--- src/admr_pkg.sv ---
// Constants, field layout and carrier types for the audio mode register bank.
package admr_pkg;
	localparam int CMD_RW_BIT = 15;
	localparam int CMD_IDX_HI = 14;
	localparam int CMD_IDX_LO = 8;
	localparam logic [6:0] IDX_LEFT = 7'h10;
	localparam logic [6:0] IDX_RIGHT = 7'h11;
	localparam logic [6:0] IDX_CTRL = 7'h12;
	localparam logic [6:0] IDX_FILT = 7'h13;
	localparam logic [6:0] IDX_SYS = 7'h14;
	localparam logic [6:0] IDX_ZEN = 7'h15;
	localparam logic [6:0] IDX_ZST = 7'h16;
	localparam logic [6:0] IDX_ID = 7'h17;
	localparam logic [7:0] LEVEL_RST = 8'hff;
	localparam logic [7:0] CTRL_RST = 8'h50;
	localparam logic [7:0] FILT_RST = 8'h00;
	localparam logic [7:0] SYS_RST_VAL = 8'h00;
	localparam logic [7:0] ZEN_RST = 8'h01;
	localparam logic [7:0] FILT_MASK = 8'hf7;
	localparam logic [7:0] SYS_MASK = 8'h3f;
	localparam logic [7:0] ZEN_MASK = 8'h07;
	localparam int LOAD_BIT = 7;
	localparam int FORMAT_LO = 4;
	localparam int DERATE_LO = 2;
	localparam int DEEMPH_BIT = 1;
	localparam int MUTE_BIT = 0;
	localparam int INVERT_BIT = 7;
	localparam int STEP_RATE_LO = 5;
	localparam int OUT_DIS_BIT = 4;
	localparam int BYP_STEREO_BIT = 2;
	localparam int ROLLOFF_BIT = 1;
	localparam int SILENCE_BIT = 0;
	localparam int SOFT_RST_BIT = 6;
	localparam int STREAM_BIT = 5;
	localparam int BYPASS_BIT = 4;
	localparam int MONO_BIT = 3;
	localparam int CHAN_SRC_BIT = 2;
	localparam int MOD_RATE_LO = 0;
	localparam int ZPAT_LO = 1;
	localparam int PCZ_EN_BIT = 0;
	localparam logic [7:0] MUTE_FLOOR = 8'h0f;
	localparam logic [7:0] FULL_SCALE = 8'hff;
	localparam logic [7:0] MUTE_CODE = 8'h00;

	typedef enum logic [2:0] {
		AF_RJ16 = 3'b000,
		AF_RJ20 = 3'b001,
		AF_RJ24 = 3'b010,
		AF_LJ24 = 3'b011,
		AF_I2S16 = 3'b100,
		AF_I2S24 = 3'b101,
		AF_RES6 = 3'b110,
		AF_RES7 = 3'b111
	} admr_fmt_t;

	typedef struct packed {
		logic phase_invert;
		logic [1:0] gain_step_rate;
		logic output_disable;
		logic bypass_stereo_sel;
		logic rolloff_sel;
		logic zero_detect_silence;
		logic one_bit_stream_mode;
		logic filter_bypass;
		logic mono;
		logic single_channel_source;
		logic [1:0] modulator_rate_sel;
		logic [1:0] stream_zero_pattern_sel;
		logic pulse_code_zero_flag_enable;
		admr_fmt_t audio_format_sel;
		logic audio_format_valid;
		logic [2:0] bypass_format;
		logic deemph_active;
		logic [1:0] deemph_rate_sel;
		logic [1:0] fir_perf_sel;
		logic soft_mute;
	} admr_cfg_t;
endpackage

--- src/admr_bank.sv ---
// Mode register bank with gated, ramped per-channel attenuation.
// Summary of operation
// - Command bit 15 set reads a register, clear writes it.
// - Zero-flag and identifier registers are read-only; writes change nothing.
// - Bits 14..8 hold the register index, bits 7..0 the data.
// - Each channel has its own 8-bit code, reset to all ones.
// - Codes 15 to 255 give half-dB gain steps, code minus 255.
// - Codes 0 to 14 fully mute the channel.
// - One load enable bit gates both channel attenuators together.
// - Load enable low holds the old levels; it resets low.
// - Three-bit format field picks audio input format, reset 24-bit I2S.
// - In filter bypass mode the format field is passed raw instead.
// - Two-bit rate field picks de-emphasis frequency, reset disabled.
// - De-emphasis acts on both channels only while enabled; resets off.
// - In one-bit stream mode the rate field selects FIR performance.
// - Soft mute bit mutes both channels; reset unmuted.
// - Soft mute ramps down step by step at the selected rate.
// - Step rate field moves one step every 1, 2, 4 or 8 frames.
`timescale 1ns/100ps
module admr_bank #(
	parameter logic [4:0] DEVICE_ID = 5'h0a // Value is arbitrary.
) (
	input wire logic ref_clk, // System clock.
	input wire logic sys_rst, // Synchronous reset, active high.
	input wire logic cmd_valid, // One-cycle strobe of a command word.
	input wire logic [15:0] cmd_word, // Command word.
	output logic rd_valid, // Read answer strobe.
	output logic [7:0] rd_data, // Read answer data.
	input wire logic frame_clock, // Frame clock, sampled.
	input wire logic left_zero_flag, // Left zero detect from datapath.
	input wire logic right_zero_flag, // Right zero detect from datapath.
	output logic [7:0] left_level, // Applied left code.
	output logic [7:0] right_level, // Applied right code.
	output logic left_muted, // Left applied code in mute range.
	output logic right_muted, // Right applied code in mute range.
	output logic soft_system_reset, // One-cycle soft reset pulse.
	output admr_pkg::admr_cfg_t cfg // Decoded mode settings.
);
	logic [7:0] left_gain_code_reg, left_gain_code_next;
	logic [7:0] right_gain_code_reg, right_gain_code_next;
	logic [7:0] ctrl_reg, ctrl_next;
	logic [7:0] filt_reg, filt_next;
	logic [7:0] sys_reg, sys_next;
	logic [7:0] zen_reg, zen_next;
	logic rd_valid_reg, rd_valid_next;
	logic [7:0] rd_data_reg, rd_data_next;
	logic soft_system_reset_reg, soft_system_reset_next;
	logic frame_prev_reg, frame_prev_next;
	logic [2:0] div_reg, div_next;
	logic [2:0] div_limit;
	logic step;
	logic [6:0] idx;
	logic wr_en;
	logic [7:0] wdat;
	logic gain_load_enable;
	logic [7:0] code_in [2];
	logic [7:0] level [2];
	logic [7:0] target [2];

	assign idx = cmd_word[admr_pkg::CMD_IDX_HI:admr_pkg::CMD_IDX_LO];
	assign wdat = cmd_word[7:0];
	assign wr_en = cmd_valid && !cmd_word[admr_pkg::CMD_RW_BIT];
	assign gain_load_enable = ctrl_reg[admr_pkg::LOAD_BIT];

	always_comb begin
		left_gain_code_next = left_gain_code_reg;
		right_gain_code_next = right_gain_code_reg;
		ctrl_next = ctrl_reg;
		filt_next = filt_reg;
		sys_next = sys_reg;
		zen_next = zen_reg;
		soft_system_reset_next = 1'b0;
		rd_valid_next = 1'b0;
		rd_data_next = rd_data_reg;
		if (wr_en) begin
			// Indices 22, 23 and unmapped ones fall through untouched.
			unique case (idx)
				admr_pkg::IDX_LEFT: left_gain_code_next = wdat;
				admr_pkg::IDX_RIGHT: right_gain_code_next = wdat;
				admr_pkg::IDX_CTRL: ctrl_next = wdat;
				admr_pkg::IDX_FILT: filt_next = wdat & admr_pkg::FILT_MASK;
				admr_pkg::IDX_SYS: begin
					sys_next = wdat & admr_pkg::SYS_MASK;
					soft_system_reset_next = wdat[admr_pkg::SOFT_RST_BIT];
				end
				admr_pkg::IDX_ZEN: zen_next = wdat & admr_pkg::ZEN_MASK;
				default: ;
			endcase
		end
		if (cmd_valid && cmd_word[admr_pkg::CMD_RW_BIT]) begin
			rd_valid_next = 1'b1;
			unique case (idx)
				admr_pkg::IDX_LEFT: rd_data_next = left_gain_code_reg;
				admr_pkg::IDX_RIGHT: rd_data_next = right_gain_code_reg;
				admr_pkg::IDX_CTRL: rd_data_next = ctrl_reg;
				admr_pkg::IDX_FILT: rd_data_next = filt_reg;
				// The soft reset bit is write-only and reads back as zero.
				admr_pkg::IDX_SYS: rd_data_next = sys_reg;
				admr_pkg::IDX_ZEN: rd_data_next = zen_reg;
				admr_pkg::IDX_ZST: rd_data_next = {6'h00, right_zero_flag,
					left_zero_flag};
				admr_pkg::IDX_ID: rd_data_next = {3'h0, DEVICE_ID};
				default: rd_data_next = 8'h00;
			endcase
		end
	end

	always_ff @(posedge ref_clk) begin
		if (sys_rst) begin
			left_gain_code_reg <= admr_pkg::LEVEL_RST;
			right_gain_code_reg <= admr_pkg::LEVEL_RST;
			ctrl_reg <= admr_pkg::CTRL_RST;
			filt_reg <= admr_pkg::FILT_RST;
			sys_reg <= admr_pkg::SYS_RST_VAL;
			zen_reg <= admr_pkg::ZEN_RST;
			soft_system_reset_reg <= 1'b0;
			rd_valid_reg <= 1'b0;
			rd_data_reg <= 8'h00;
		end else begin
			left_gain_code_reg <= left_gain_code_next;
			right_gain_code_reg <= right_gain_code_next;
			ctrl_reg <= ctrl_next;
			filt_reg <= filt_next;
			sys_reg <= sys_next;
			zen_reg <= zen_next;
			soft_system_reset_reg <= soft_system_reset_next;
			rd_valid_reg <= rd_valid_next;
			rd_data_reg <= rd_data_next;
		end
	end

	assign rd_valid = rd_valid_reg;
	assign rd_data = rd_data_reg;
	assign soft_system_reset = soft_system_reset_reg;

	// Step pacing: one step per 1, 2, 4 or 8 frame clock rising edges.
	assign div_limit =
		3'((4'h1 << filt_reg[admr_pkg::STEP_RATE_LO +: 2]) - 4'h1);
	assign step = frame_clock && !frame_prev_reg &&
		(div_reg >= div_limit);

	always_comb begin
		frame_prev_next = frame_clock;
		div_next = div_reg;
		if (frame_clock && !frame_prev_reg) begin
			div_next = (div_reg >= div_limit) ? 3'h0 : 3'(div_reg + 3'h1);
		end
	end

	always_ff @(posedge ref_clk) begin
		if (sys_rst) begin
			frame_prev_reg <= 1'b0;
			div_reg <= 3'h0;
		end else begin
			frame_prev_reg <= frame_prev_next;
			div_reg <= div_next;
		end
	end

	assign code_in[0] = left_gain_code_reg;
	assign code_in[1] = right_gain_code_reg;

	for (genvar ch = 0; ch < 2; ch++) begin : g_chan
		logic [7:0] target_reg, target_next;
		logic [7:0] level_reg, level_next;
		logic [7:0] goal;
		always_comb begin
			// Codes are only taken while loading is enabled.
			target_next = gain_load_enable ? code_in[ch] : target_reg;
			// Soft mute ramps to the mute code through every step.
			goal = ctrl_reg[admr_pkg::MUTE_BIT] ? admr_pkg::MUTE_CODE : target_reg;
			level_next = level_reg;
			if (step && level_reg < goal) begin
				level_next = 8'(level_reg + 8'h01);
			end else if (step && level_reg > goal) begin
				level_next = 8'(level_reg - 8'h01);
			end
		end
		always_ff @(posedge ref_clk) begin
			if (sys_rst) begin
				target_reg <= admr_pkg::LEVEL_RST;
				level_reg <= admr_pkg::LEVEL_RST;
			end else begin
				target_reg <= target_next;
				level_reg <= level_next;
			end
		end
		assign level[ch] = level_reg;
		assign target[ch] = target_reg;
	end

	assign left_level = level[0];
	assign right_level = level[1];
	assign left_muted = level[0] < admr_pkg::MUTE_FLOOR;
	assign right_muted = level[1] < admr_pkg::MUTE_FLOOR;

	always_comb begin
		cfg.phase_invert = filt_reg[admr_pkg::INVERT_BIT];
		cfg.gain_step_rate = filt_reg[admr_pkg::STEP_RATE_LO +: 2];
		cfg.output_disable = filt_reg[admr_pkg::OUT_DIS_BIT];
		cfg.bypass_stereo_sel = filt_reg[admr_pkg::BYP_STEREO_BIT];
		cfg.rolloff_sel = filt_reg[admr_pkg::ROLLOFF_BIT];
		cfg.zero_detect_silence = filt_reg[admr_pkg::SILENCE_BIT];
		cfg.one_bit_stream_mode = sys_reg[admr_pkg::STREAM_BIT];
		cfg.filter_bypass = sys_reg[admr_pkg::BYPASS_BIT];
		cfg.mono = sys_reg[admr_pkg::MONO_BIT];
		cfg.single_channel_source = sys_reg[admr_pkg::CHAN_SRC_BIT];
		cfg.modulator_rate_sel = sys_reg[admr_pkg::MOD_RATE_LO +: 2];
		cfg.stream_zero_pattern_sel = zen_reg[admr_pkg::ZPAT_LO +: 2];
		cfg.pulse_code_zero_flag_enable = zen_reg[admr_pkg::PCZ_EN_BIT];
		cfg.audio_format_sel =
			admr_pkg::admr_fmt_t'(ctrl_reg[admr_pkg::FORMAT_LO +: 3]);
		// Reserved codes and bypass mode both leave the table unused.
		cfg.audio_format_valid = !cfg.filter_bypass &&
			(!ctrl_reg[admr_pkg::FORMAT_LO + 2] |
			!ctrl_reg[admr_pkg::FORMAT_LO + 1]);
		cfg.bypass_format = cfg.filter_bypass ?
			ctrl_reg[admr_pkg::FORMAT_LO +: 3] : 3'h0;
		// In one-bit stream mode the rate field drives the FIR instead.
		cfg.deemph_active = ctrl_reg[admr_pkg::DEEMPH_BIT] &&
			!cfg.one_bit_stream_mode;
		cfg.deemph_rate_sel = cfg.one_bit_stream_mode ?
			2'h0 : ctrl_reg[admr_pkg::DERATE_LO +: 2];
		cfg.fir_perf_sel = cfg.one_bit_stream_mode ?
			ctrl_reg[admr_pkg::DERATE_LO +: 2] : 2'h0;
		cfg.soft_mute = ctrl_reg[admr_pkg::MUTE_BIT];
	end

	property p_rd_answer;
		@(posedge ref_clk) disable iff (sys_rst)
		cmd_valid && cmd_word[15] |=> rd_valid;
	endproperty
	a_rd_answer: assert property (p_rd_answer)
		else $error("read not answered");

	property p_wr_silent;
		@(posedge ref_clk) disable iff (sys_rst)
		cmd_valid && !cmd_word[15] |=> !rd_valid;
	endproperty
	a_wr_silent: assert property (p_wr_silent)
		else $error("write answered");

	property p_ro_write;
		@(posedge ref_clk) disable iff (sys_rst)
		cmd_valid && !cmd_word[15] && cmd_word[14:9] == 6'h0b |=>
			$stable(ctrl_reg) && $stable(zen_reg) && $stable(left_gain_code_reg);
	endproperty
	a_ro_write: assert property (p_ro_write)
		else $error("read-only write");

	property p_idx_write;
		@(posedge ref_clk) disable iff (sys_rst)
		cmd_valid && cmd_word[15:8] == 8'h11 |=>
			right_gain_code_reg == $past(cmd_word[7:0]);
	endproperty
	a_idx_write: assert property (p_idx_write)
		else $error("index write lost");

	property p_reset_vals;
		@(posedge ref_clk)
		sys_rst |=> left_level == admr_pkg::LEVEL_RST &&
			ctrl_reg == admr_pkg::CTRL_RST && zen_reg == admr_pkg::ZEN_RST;
	endproperty
	a_reset_vals: assert property (p_reset_vals)
		else $error("bad reset value");

	property p_hold;
		@(posedge ref_clk) disable iff (sys_rst)
		!gain_load_enable |=> $stable(target[0]) && $stable(target[1]);
	endproperty
	a_hold: assert property (p_hold)
		else $error("target moved unloaded");

	property p_load_take;
		@(posedge ref_clk) disable iff (sys_rst)
		gain_load_enable |=> target[0] == $past(left_gain_code_reg) &&
			target[1] == $past(right_gain_code_reg);
	endproperty
	a_load_take: assert property (p_load_take)
		else $error("load enable ignored");

	// The rate may change under way, so only slowest-rate steps are timed.
	property p_step_gap;
		@(posedge ref_clk) disable iff (sys_rst)
		step && cfg.gain_step_rate == 2'h3 |=>
			(!step || cfg.gain_step_rate != 2'h3) [*8];
	endproperty
	a_step_gap: assert property (p_step_gap)
		else $error("step came too soon");

	property p_one_step;
		@(posedge ref_clk) disable iff (sys_rst)
		!step |=> $stable(level[0]) && $stable(level[1]);
	endproperty
	a_one_step: assert property (p_one_step)
		else $error("level moved off step");

	property p_mute_ramp;
		@(posedge ref_clk) disable iff (sys_rst)
		cfg.soft_mute && step && level[0] != 8'h00 |=>
			level[0] == 8'($past(level[0]) - 8'h01);
	endproperty
	a_mute_ramp: assert property (p_mute_ramp)
		else $error("mute ramp wrong");

	property p_soft_system_reset_pulse;
		@(posedge ref_clk) disable iff (sys_rst)
		cmd_valid && cmd_word[15:8] == 8'h14 && cmd_word[6] |=>
			soft_system_reset ##1 !soft_system_reset;
	endproperty
	a_soft_system_reset_pulse: assert property (p_soft_system_reset_pulse)
		else $error("bad reset pulse");

	c_read: cover property (@(posedge ref_clk) disable iff (sys_rst)
		rd_valid && rd_data != 8'h00);
	c_muted: cover property (@(posedge ref_clk) disable iff (sys_rst)
		cfg.soft_mute && left_level == 8'h00);
	c_ramp_up: cover property (@(posedge ref_clk) disable iff (sys_rst)
		step && level[1] < target[1]);
	c_slow_step: cover property (@(posedge ref_clk) disable iff (sys_rst)
		step && cfg.gain_step_rate == 2'h3);
	c_soft_reset: cover property (@(posedge ref_clk) disable iff (sys_rst)
		soft_system_reset);
endmodule

--- config.mk ---
export PLATFORM = sky130hd
export DESIGN_NAME = admr_bank
export DESIGN_NICKNAME = d
export VERILOG_FILES = /design/src/admr_pkg.sv /design/src/admr_bank.sv
export SDC_FILE = /design/constraint.sdc
export NUM_CORES = 1
export LEC_CHECK = 0
export ABC_CLOCK_PERIOD_IN_PS = 4000
export BUFFER_PORTS_ARGS = -buffer_cell sky130_fd_sc_hd__buf_2
export CORE_MARGIN = 8
export CORE_UTILIZATION = 56
export CTS_CLUSTER_DIAMETER = 50
export DETAILED_ROUTE_END_ITERATION = 8
export GPL_ROUTABILITY_DRIVEN = 0
export PLACE_DENSITY = 0.8
export SETUP_SLACK_MARGIN = 0.02
export SLEW_MARGIN = 30
export SYNTH_ARGS = -nofsm -noshare
export SYNTH_HDL_FRONTEND = slang
export SYNTH_SLANG_ARGS = --single-unit
--- constraint.sdc ---
create_clock -name ref_clk -period 4 [get_ports ref_clk]
set_clock_uncertainty 0.1 [all_clocks]
set_input_delay 0.8 -clock ref_clk [delete_from_list [all_inputs] [get_ports ref_clk]]
set_output_delay 0.8 -clock ref_clk [all_outputs]
set_load 0.05 [all_outputs]
==> impl_metrics.json <==
{
  "synth_edf_count": 0,
  "min_period_over_period_pct": 91.4,
  "arrival_ns": 3.85,
  "multi_input_area_um2": 2730,
  "status": "complete, no violations",
  "yosysWarnings": 0,
  "ioPinCount": 79,
  "grt_pass1_wl_um": 18500,
  "area_growth_pct": 13.8,
  "synth_nets": 548,
  "nets": 617,
  "register_area_um2": 1730,
  "async_flop_share_pct": 0,
  "endpoint_kind": "flip-flop",
  "core-area_um2": 8130,
  "post-route-min-period_ns": 3.65,
  "synthCells": 492,
  "grt_usage_pct": 19.7,
  "insertedDiodeCount": 0,
  "overflow": 0,
  "clkSinkCount": 86,
  "tns_ns": 0,
  "setup_viol": 0,
  "grt_max_degree": 42,
  "final_max_slew_viol_count": 0,
  "clock_latency_ns": 0.37,
  "via_count": 3818,
  "synth_seq_cells": 86,
  "drive_gt1_share_pct": 21.6,
  "wl_per_cell_um": 16.5,
  "dp_hpwl_um": 8260,
  "cap_violations": 0,
  "yosysSeqAreaShare_pct": 37.2,
  "tightest_slew_ns": 0.793,
  "hold_path_class": "flip-flop to flip-flop",
  "worstPathRequired_ns": 4.20,
  "cp_max_fo": 19,
  "avgSynthCellArea_um2": 9.41,
  "start_util_pct": 56.9,
  "ys_types": 50,
  "cts-root-buf": "clkbuf_8",
  "power_leakage_nw": 2.21,
  "h-tree-depth": 3,
  "power_density_nw_per_um2": 495,
  "firstDrtPassIters": 4,
  "relSlewSlack_pct": 46.7,
  "max-clock-path-buffers": 2,
  "fp.dieH_um": 107,
  "synthFlopType": "dfxtp_1",
  "num_rows": 33,
  "path_class": "flip-flop to flip-flop",
  "netlist_area_um2": 4630,
  "antenna_found_initial": 0,
  "cp-start-kind": "flip-flop",
  "fp.dieArea_um2": 11400,
  "fillCellCount": 683,
  "hold_viol": 0,
  "die_x_um": 107,
  "numCtsBuffers": 9,
  "cts_tree": "built",
  "drt-total-wl_um": 11100,
  "hold_buffers": 0,
  "first_global_vias": 3801,
  "clkSlewWorstSetupHoldPaths_ns": 0.09,
  "rsz0062_at_grt": "false",
  "largest_reg_flops": 16,
  "timing.hold.ws_ns": 0.381,
  "drtIter0Drc": 139,
  "numPortBuffers": 78,
  "detail-route-antenna-nets": 0,
  "drc": 0,
  "fmax_mhz": 274,
  "irDropWorstVdd_mv": 0.343,
  "via_per_inst": 5.69
}
## cell usage after synthesis, drive strengths merged (3+ instances only)
cell     n  area [um2]
dfxtp   86        1720
mux2i   64         641
nand2   52         203
nor2    46         198
ha      32         400
a21oi   21         105
clkbuf  16        60.1
inv     15        56.3
nand2b  15        93.8
nand3   15        75.1
o21ai   14        70.1
nor2b   11        68.8
buf     10        62.6
o211ai  10        75.1
xnor2    9        78.8
a22oi    7        52.6
mux4     7         158
nor3     7        46.3
a21o     5        37.5
and2     5        31.3
nand4    4        25.0
mux2     3        33.8
o21bai   3        22.5
or3      3        18.8
or4      3        22.5
xor2     3        26.3
## per-layer routing
| layer | track usage [%] | routed length [um] | vias to the layer above |
|---|---|---|---|
| li1 | - | - | 1879 |
| met1 | 23.9 | 4720 | 1843 |
| met2 | 33.7 | 5580 | 83 |
| met3 | 4.68 | 607 | 13 |
| met4 | 6.33 | 146 | 0 |
| met5 | 0 | 0 | - |
## final cells by class
type / instances / area share [%]
inverters: 15 / 1.07
well taps: 105 / 2.49
clock inverters: 6 / 0.974
multi-input cells: 365 / 51.8
flip-flops and latches: 86 / 32.8
repair buffers: 84 / 8.27
clock buffers: 10 / 2.61
## layout by cell type, fill, tap and decap left out, types with 2 or more instances in the layout
cell type,instances
o221ai_1,2
ha_1,32
nand3_1,15
nor3_1,6
a41oi_1,2
dfxtp_1,84
nand2b_1,15
mux2i_1,64
nand4b_1,2
mux4_2,7
nand4_1,4
nor2b_1,11
nor2_1,42
or4_1,3
o21bai_1,3
xnor2_1,9
a211o_1,2
nor4b_1,2
xor2_1,3
mux2_2,3
buf_4,6
fa_1,2
inv_1,15
inv_6,4
a22oi_1,7
or2_2,2
nand2_1,51
clkbuf_8,10
o21ai_0,14
buf_2,78
or3_1,3
and2_1,5
a21oi_1,21
a21o_1,5
nor2_4,3
o211ai_1,10
## worst paths after layout
path / from / to / slack (ns) / cells past startpoint
worst max-delay path: ctrl_reg[0]$_SDFFE_PP0P_ / right_level[7]$_SDFFE_PP1P_ / 0.35 / 13
worst min-delay path: g_chan[0].target_reg[0]$_SDFFE_PP1P_ / g_chan[0].target_reg[0]$_SDFFE_PP1P_ / 0.38 / 2
worst max register to register: ctrl_reg[0]$_SDFFE_PP0P_ / right_level[7]$_SDFFE_PP1P_ / 0.35 / 13
worst min register to register: g_chan[0].target_reg[0]$_SDFFE_PP1P_ / g_chan[0].target_reg[0]$_SDFFE_PP1P_ / 0.38 / 2
## report_power, final
part / switching (W) / internal, W / total (W)
registers: 0.0000774 / 0.000909 / 0.000986
logic: 0.000632 / 0.000396 / 0.00103
clock network: 0.000343 / 0.000253 / 0.000595
## kinds of logic after synthesis
group | after synthesis | share of synthesized area (%)
muxes | 74 | 18.0
xor gates and xnor gates | 12 | 2.27
adders and majority gates | 34 | 9.52
buffers and inverters | 41 | 3.87
and+or+nand+nor | 172 | 19.0
DFF | 86 | 37.2
AOI/OAI and AO/OA | 73 | 10.2
## worst max-delay path, cell delays in order, from the launching register on
cell      delay, ns
dfxtp_4        0.40
nand2b_1       0.16
ha_1           0.28
nor2b_1        0.13
o211ai_1       0.20
a21oi_1        0.13
or3_1          0.47
ha_1           0.42
nand3_1        0.12
o211ai_1       0.23
o221ai_1       0.18
or4_1          0.41
a21oi_1        0.18
mux2i_1        0.19
## what timing repair did
action,4_1_cts,5_1_grt
gates resized for setup,0,2
endpoints found under the hold margin,0,0
endpoints found under the setup margin,0,2
setup buffers,0,1
## per-stage QoR
step / cell area [um2] / util (%) / std cells / worst slack, ns / total power [W]
6_report: 5270 / 64.7 / 671 / 0.345 / 0.00261
5_1_grt: 5270 / 64.7 / 671 / 0.0877 / 0.00277
4_1_cts: 5250 / 64.6 / 670 / 0.0884 / 0.00260
3_5_place_dp: 5060 / 62.3 / 654 / 0.0948 / 0.00201
3_3_place_gp: 5060 / 62.3 / 654 / 0.253 / 0.00196
2_1_floorplan: 4630 / - / 492 / 0.244 / 0.00178
No activity file was read; power rests on OpenSTA's default activity.
